File: config.mk
export PLATFORM = sky130hd
export DESIGN_NAME = bbsram_host
export DESIGN_NICKNAME = d
export VERILOG_FILES = /design/src/rtl/bbsram_pkg.sv /design/src/rtl/bbsram_host.sv
export VERILOG_INCLUDE_DIRS = /design/src /design/src/rtl
export SDC_FILE = /design/constraint.sdc
export NUM_CORES = 1
export LEC_CHECK = 0
export BUFFER_PORTS_ARGS = -buffer_cell sky130_fd_sc_hd__clkbuf_2
export CORE_ASPECT_RATIO = 0.7
export CORE_MARGIN = 2
export CORE_UTILIZATION = 60
export CTS_CLUSTER_SIZE = 30
export DETAILED_ROUTE_END_ITERATION = 16
export PLACE_DENSITY = 0.83
export SETUP_SLACK_MARGIN = 0.15
export SLEW_MARGIN = 20
export SYNTH_ARGS = -nofsm -noshare
export SYNTH_HDL_FRONTEND = slang
export SYNTH_SLANG_ARGS = --single-unit
File: constraint.sdc
create_clock -name CLK -period 6.85 [get_ports CLK]
set_input_delay 0 -clock CLK [delete_from_list [all_inputs] [get_ports CLK]]
set_output_delay 0 -clock CLK [all_outputs]
set_load 0.01 [all_outputs]
File: src/rtl/bbsram_regs.svh
// Timing constants and widths for the battery-backed SRAM host port
`ifndef BBSRAM_REGS_SVH
`define BBSRAM_REGS_SVH
`define BBS_CLK_NS          100
`define BBS_ADDR_W          13
`define BBS_DATA_W          8
`define BBS_ACCESS_NS       70
`define BBS_GATE_ACCESS_NS  35
`define BBS_WE_PULSE_NS     50
`define BBS_CE_PULSE_NS     55
`define BBS_ADDR_SETUP_NS   60
`define BBS_DATA_SETUP_NS   30
`define BBS_DATA_HOLD_NS    5
`define BBS_CYCLE_NS        70
`define BBS_FLOAT_NS        25
`define BBS_RECOVERY_NS     1000
`define BBS_CEIL(t)         (((t) + `BBS_CLK_NS - 1) / `BBS_CLK_NS)
`define BBS_ACCESS_CYC      3'(`BBS_CEIL(`BBS_ACCESS_NS) + 1)
`define BBS_STROBE_CYC      3'(`BBS_CEIL(`BBS_CE_PULSE_NS))
`define BBS_HOLD_CYC        3'(`BBS_CEIL(`BBS_DATA_HOLD_NS))
`define BBS_GAP_CYC         3'(`BBS_CEIL(`BBS_CYCLE_NS))
`define BBS_RECOVERY_CYC    `BBS_CEIL(`BBS_RECOVERY_NS)
`endif

File: src/rtl/bbsram_pkg.sv
// Types for the battery-backed SRAM host port
package bbsram_pkg;
   typedef enum logic [5:0] {
      S_IDLE  = 6'h01,
      S_RDACC = 6'h02,
      S_WRSTB = 6'h04,
      S_WRHLD = 6'h08,
      S_GAP   = 6'h10,
      S_WAIT  = 6'h20
   } bbs_state_e;
   typedef struct packed {
      logic        write;
      logic [12:0] addr;
      logic [7:0]  wdata;
   } bbs_req_s;
   typedef struct packed {
      logic       chip_sel_n;
      logic       out_gate_n;
      logic       wr_strobe_n;
   } bbs_ctl_s;
endpackage : bbsram_pkg

File: src/rtl/bbsram_host.sv
// Host controller driving an asynchronous battery-backed byte SRAM
// Notes on behaviour
// RULE_01: Select low with strobe high reads the memory.
// RULE_02: Thirteen address bits pick one of 8,192 bytes.
// RULE_03: Memory drives the bus only when select and gate low outside writes.
// RULE_04: Read data valid after 70 ns address/select, 35 ns gate.
// RULE_05: Early enabled outputs are undefined until address access time.
// RULE_06: Address change holds old data 10 ns then undefined.
// RULE_07: Select and strobe both low means write, gate ignored.
// RULE_08: Write spans later falling edge to earlier rising edge.
// RULE_09: Host keeps address stable through write, valid 60 ns before end.
// RULE_10: Host sets write data 30 ns before end, holds 5 ns after.
// RULE_11: Host holds strobe 50 ns or select 55 ns low.
// RULE_12: Host raises select or strobe between accesses, cycles 70 ns apart.
// RULE_13: Host keeps gate high during writes.
// RULE_14: Falling strobe floats driven outputs within 25 ns.
// RULE_15: Select and strobe falling together never drive outputs.
// RULE_16: Supply fault deselects, blocks writes, ignores all inputs.
// RULE_17: Fault during a write may corrupt only that byte.
// RULE_18: Below switchover runs from battery and keeps all bytes.
// RULE_19: After supply returns, accesses ignored for a recovery interval.
// RULE_20: Fault and backup are level inputs; contents persist.
`include "bbsram_regs.svh"
module bbsram_host #(
   parameter int RECOVERY_CYC = `BBS_RECOVERY_CYC
) (
   // Clock and reset
   input  wire logic                   CLK,
   input  wire logic                   RST_N,
   // User request
   input  wire logic                   REQ_VALID,
   input  wire bbsram_pkg::bbs_req_s   REQ,
   output logic                        REQ_READY,
   output logic                        RD_VALID,
   output logic [`BBS_DATA_W-1:0]      RD_DATA,
   // Supply monitor level
   input  wire logic                   SUPPLY_FAULT,
   // Memory pins
   output logic [`BBS_ADDR_W-1:0]      BYTE_ADDR,
   output bbsram_pkg::bbs_ctl_s        CTL_N,
   input  wire logic [`BBS_DATA_W-1:0] BYTE_BUS_IN,
   output logic [`BBS_DATA_W-1:0]      BYTE_BUS_OUT,
   output logic                        BYTE_BUS_OE
);
   bbsram_pkg::bbs_state_e state;
   logic [2:0]             cnt;
   logic [31:0]            rec_cnt;
   logic                   rec_done;

   assign rec_done = (rec_cnt == 32'h0);

   // Recovery countdown restarts on every fault sample [RULE_19] [RULE_20]
   always_ff @(posedge CLK or negedge RST_N) begin
      if (!RST_N) begin
         rec_cnt <= 32'h0;
      end else if (SUPPLY_FAULT) begin
         rec_cnt <= RECOVERY_CYC;
      end else if (!rec_done) begin
         rec_cnt <= rec_cnt - 32'h1;
      end
   end

   // Access sequencer; cnt is shared and each counting state clears it on exit
   always_ff @(posedge CLK or negedge RST_N) begin
      if (!RST_N) begin
         state        <= bbsram_pkg::S_IDLE;
         cnt          <= 3'h0;
         REQ_READY    <= 1'b0;
         RD_VALID     <= 1'b0;
         RD_DATA      <= 8'h00;
         BYTE_ADDR    <= 13'h0000;
         CTL_N        <= 3'h7;
         BYTE_BUS_OUT <= 8'h00;
         BYTE_BUS_OE  <= 1'b0;
      end else begin
         RD_VALID  <= 1'b0;
         REQ_READY <= 1'b0;
         case (state)
            bbsram_pkg::S_IDLE: begin
               // A request held through a fault waits in S_WAIT for the whole recovery interval
               if (SUPPLY_FAULT || !rec_done) begin
                  state <= bbsram_pkg::S_WAIT; // [RULE_16] [RULE_19]
               end else if (REQ_VALID) begin
                  REQ_READY <= 1'b1;
                  BYTE_ADDR <= REQ.addr; // [RULE_02] [RULE_09]
                  cnt       <= 3'h0;
                  if (REQ.write) begin
                     // Gate stays high, data driven on the same edge the strobes fall [RULE_13] [RULE_07]
                     BYTE_BUS_OUT <= REQ.wdata;
                     BYTE_BUS_OE  <= 1'b1;
                     CTL_N        <= '{chip_sel_n: 1'b0, out_gate_n: 1'b1, wr_strobe_n: 1'b0}; // [RULE_08]
                     state        <= bbsram_pkg::S_WRSTB;
                  end else begin
                     CTL_N <= '{chip_sel_n: 1'b0, out_gate_n: 1'b0, wr_strobe_n: 1'b1}; // [RULE_01]
                     state <= bbsram_pkg::S_RDACC;
                  end
               end
            end
            bbsram_pkg::S_RDACC: begin
               cnt <= cnt + 3'h1;
               // Sample after the slowest access path plus margin [RULE_04] [RULE_05]
               if (cnt + 3'h1 == `BBS_ACCESS_CYC) begin
                  RD_DATA  <= BYTE_BUS_IN;
                  RD_VALID <= 1'b1;
                  CTL_N    <= 3'h7;
                  cnt      <= 3'h0;
                  state    <= bbsram_pkg::S_GAP;
               end
            end
            bbsram_pkg::S_WRSTB: begin
               cnt <= cnt + 3'h1;
               // Both strobes low long enough for either pulse width [RULE_11] [RULE_09] [RULE_10]
               // A fault here does not cut the pulse: the memory already ignores it
               if (cnt + 3'h1 == `BBS_STROBE_CYC) begin
                  CTL_N <= 3'h7; // [RULE_08] [RULE_12]
                  cnt   <= 3'h0;
                  state <= bbsram_pkg::S_WRHLD;
               end
            end
            bbsram_pkg::S_WRHLD: begin
               cnt <= cnt + 3'h1;
               // Data and address held past the write end [RULE_10]
               if (cnt + 3'h1 == `BBS_HOLD_CYC) begin
                  BYTE_BUS_OE <= 1'b0;
                  cnt         <= 3'h0;
                  state       <= bbsram_pkg::S_GAP;
               end
            end
            // All pins idle here, so back-to-back accesses keep the cycle spacing
            bbsram_pkg::S_GAP: begin
               cnt <= cnt + 3'h1;
               if (cnt + 3'h1 == `BBS_GAP_CYC) begin
                  cnt   <= 3'h0;
                  state <= bbsram_pkg::S_IDLE; // [RULE_12]
               end
            end
            bbsram_pkg::S_WAIT: begin
               if (!SUPPLY_FAULT && rec_done) begin
                  state <= bbsram_pkg::S_IDLE;
               end
            end
            default: begin
               state <= bbsram_pkg::S_IDLE;
            end
         endcase
      end
   end
endmodule : bbsram_host

==> results.sh <==
export IMPL_status="finished, final reports clean"
export IMPL_first_pass_iters=5
export IMPL_numPortBuffers=68
export IMPL_syn_area_um2=3750
export IMPL_start_util_pct=61.3
export IMPL_cellPowerDensity_nw_per_um2=261
export IMPL_synthCells=351
export IMPL_clock_power_share_pct=35.0
export IMPL_die_area_um2=6910
export IMPL_avgSynthCellArea_um2=10.7
export IMPL_r2r_cells=7
export IMPL_period_share_pct=41.4
export IMPL_antenna_found_initial=0
export IMPL_synth_most_common_cell="dfrtp_1"
export IMPL_dp_hpwl_mm=5.66
export IMPL_postRouteAntennaNets=0
export IMPL_synth_common_cells="72 x dfrtp_1, 51 x nand2_1, 45 x nor2_1"
export IMPL_cp_depth=7
export IMPL_synth_nets=389
export IMPL_rsz0062_at_grt="no"
export IMPL_crit_family="simple AND/OR/NAND/NOR gates"
export IMPL_cts_setup_buffers=0
export IMPL_clk_pin_slew_ps=90
export IMPL_crit_chain="inv_1, ha_1, nor4b_2, nand2_1, nor3_4, nand3_4, mux2_2"
export IMPL_drc_errors=0
export IMPL_diodes=0
export IMPL_gp_congestion=0.853
export IMPL_cpMaxStageDelayCell="nor3_4"
export IMPL_synth_largest_area_cell="dfrtp_1"
export IMPL_synth_top_area_share_pct=48.0
export IMPL_post_route_min_period_ps=2840
export IMPL_core_area_um2=6130
export IMPL_crit_type="flop to flop"
export IMPL_viasPerCell=5.79
export IMPL_worst_pin_slew_ps=935
export IMPL_ys_types=57
export IMPL_grt_use_total_pct=29.2
export IMPL_synth_area_leaders="dfrtp_1 48%, nand2_1 5.1%, mux2_2 4.8%"
export IMPL_crit_buf_inv=1
export IMPL_cp_max_fo=18
export IMPL_ys_async_sr_fraction_pct=100
export IMPL_grt_pass1_vias=3077
export IMPL_power_switching_uw=369
export IMPL_hold_worst_slack_ps=292
export IMPL_synth_edff_count=0
export IMPL_die_w_um=98.5
export IMPL_finalClockSkew_ps=15.6
export IMPL_area_growth_pct=25.4
export IMPL_fin_area_um2=4710
export IMPL_ys_warn_count=0
export IMPL_seq_power_share_pct=43.5
export IMPL_grt_max_degree=77
export IMPL_synth_seq_area_share_pct=50.8
export IMPL_layout_drive_gt1_share_pct=29.2
export IMPL_nets=489
export IMPL_startpoint_type="flop"
export IMPL_cts_max_level=3
export IMPL_drtIter0Drc=254
export IMPL_vdd_drop_max_uv=136
export IMPL_grt_pass1_wl_mm=15.5
export IMPL_intPower_uw=861
export IMPL_combPwrFrac_pct=21.5
export IMPL_hold_buffers=32
export IMPL_worst_path_largest_cell_delay_ps=670
export IMPL_maxCapViolCount=0
export IMPL_hold_depth=2
export IMPL_ys_flop_type="dfrtp_1"
export IMPL_yosys_register_bits=76
export IMPL_cts_tree="built"
export IMPL_p_leak_uw=0.00230
export IMPL_dieHeight_um=70.2
export IMPL_netSwitchingFraction_pct=30.0
export IMPL_cts_sinks=76
export IMPL_setup_viol=0
export IMPL_hold_viol_final=0
export IMPL_crit_arrival_ps=3090
export IMPL_rows=24
export IMPL_clk_latency_ps=370
export IMPL_setup_tns_ps=0
export IMPL_final_max_slew_viol_count=0
export IMPL_io_pins=69
export IMPL_max_slew_margin_rel_pct=37.6
export IMPL_postCtsResizedCells=0
export IMPL_dr_total_vias=3094
export IMPL_required_ps=7110
export IMPL_clockRootBuffer="clkbuf_8"
export IMPL_postPlaceCellArea_um2=4140
export IMPL_post_drt_wl_per_cell_um=17.9
export IMPL_timing_fmax_mhz=353
export IMPL_end_kind="flop"
export IMPL_cts_buffers=9
export IMPL_max_clock_path_buffers=2
export IMPL_totalWireLength_mm=9.56
export IMPL_hold_class="primary input to flop"
export IMPL_grt_ovfl_total=0
-- layer usage --
| layer | track usage [%] | wire length, um | share of wire, % |
|---|---|---|---|
| met4 | 8.83 | 172 | 1.8 |
| met1 | 37.8 | 4050 | 42 |
| met5 | 0 | 0 | 0 |
| met2 | 47.8 | 4700 | 49 |
| met3 | 8.81 | 641 | 6.7 |
-- path summary, 6_finish.rpt --
path                         startpoint      endpoint  slack (ps)
min in group asynchronous         RST_N  BYTE_ADDR[1]         310
min                        SUPPLY_FAULT   rec_cnt[21]         290
max reg2reg                  rec_cnt[0]  BYTE_ADDR[1]        4010
max                          rec_cnt[0]  BYTE_ADDR[1]        4010
max in group asynchronous         RST_N   rec_cnt[21]        5930
min reg2reg                    CTL_N[2]      CTL_N[2]         460
-- per-stage QoR --
stage	power, uW	cells	setup WS (ps)	utilization, %
3_3_place_gp	766	486	4210	67.5
3_5_place_dp	777	486	4090	67.5
6_report	1230	534	4010	76.8
5_1_grt	1280	534	3900	76.8
4_1_cts	1220	534	4090	76.8
2_1_floorplan	704	351	4660	-
-- cells by family after synthesis --
group	Yosys count	share of synthesized area, %
XOR/XNOR	29	6.77
AND/OR/NAND/NOR	167	25.7
AO/OA/AOI/OAI	33	5.64
buffers and inverters	19	2.27
flip-flops	76	50.8
adder cells (fa/ha/maj)	4	1.33
multiplexers	23	7.47
-- power by group through the flow --
| stage | clock, uW | combinational [uW] | sequential (uW) |
|---|---|---|---|
| 6_report | 431 | 264 | 535 |
| 5_1_grt | 451 | 290 | 539 |
| 4_1_cts | 427 | 257 | 531 |
| 3_5_place_dp | 0 | 238 | 539 |
| 3_3_place_gp | 0 | 230 | 537 |
| 2_1_floorplan | 0 | 166 | 538 |
-- placed cells by master, fill, tap and decap left out, drive strengths merged, types with 8 or more instances in the layout --
cell type    count
clkbuf          78
dfrtp           72
dlygate4sd3     32
inv              8
mux2            22
nand2           51
nand3           12
nor2            45
nor3            11
nor4            15
o21ai           13
or3              8
xnor2           14
xor2            15
-- area by class of cell --
cell class | instances | area, um^2
inverter | 8 | 30.0
fill | 360 | 1420
sequential | 76 | 1910
multi-input combinational | 256 | 1760
clock inverter | 5 | 108
timing repair buffer | 100 | 663
clock buffer | 11 | 141
tap | 78 | 97.6
-- state kept, by name, indices dropped and copies added (netlist names), 3 cells and up --
name,cells
BYTE_ADDR,13
BYTE_BUS_OUT,8
CTL_N,3
RD_DATA,8
cnt,3
rec_cnt,32
state,6
Note: power is estimated with default switching activity, not from simulation.
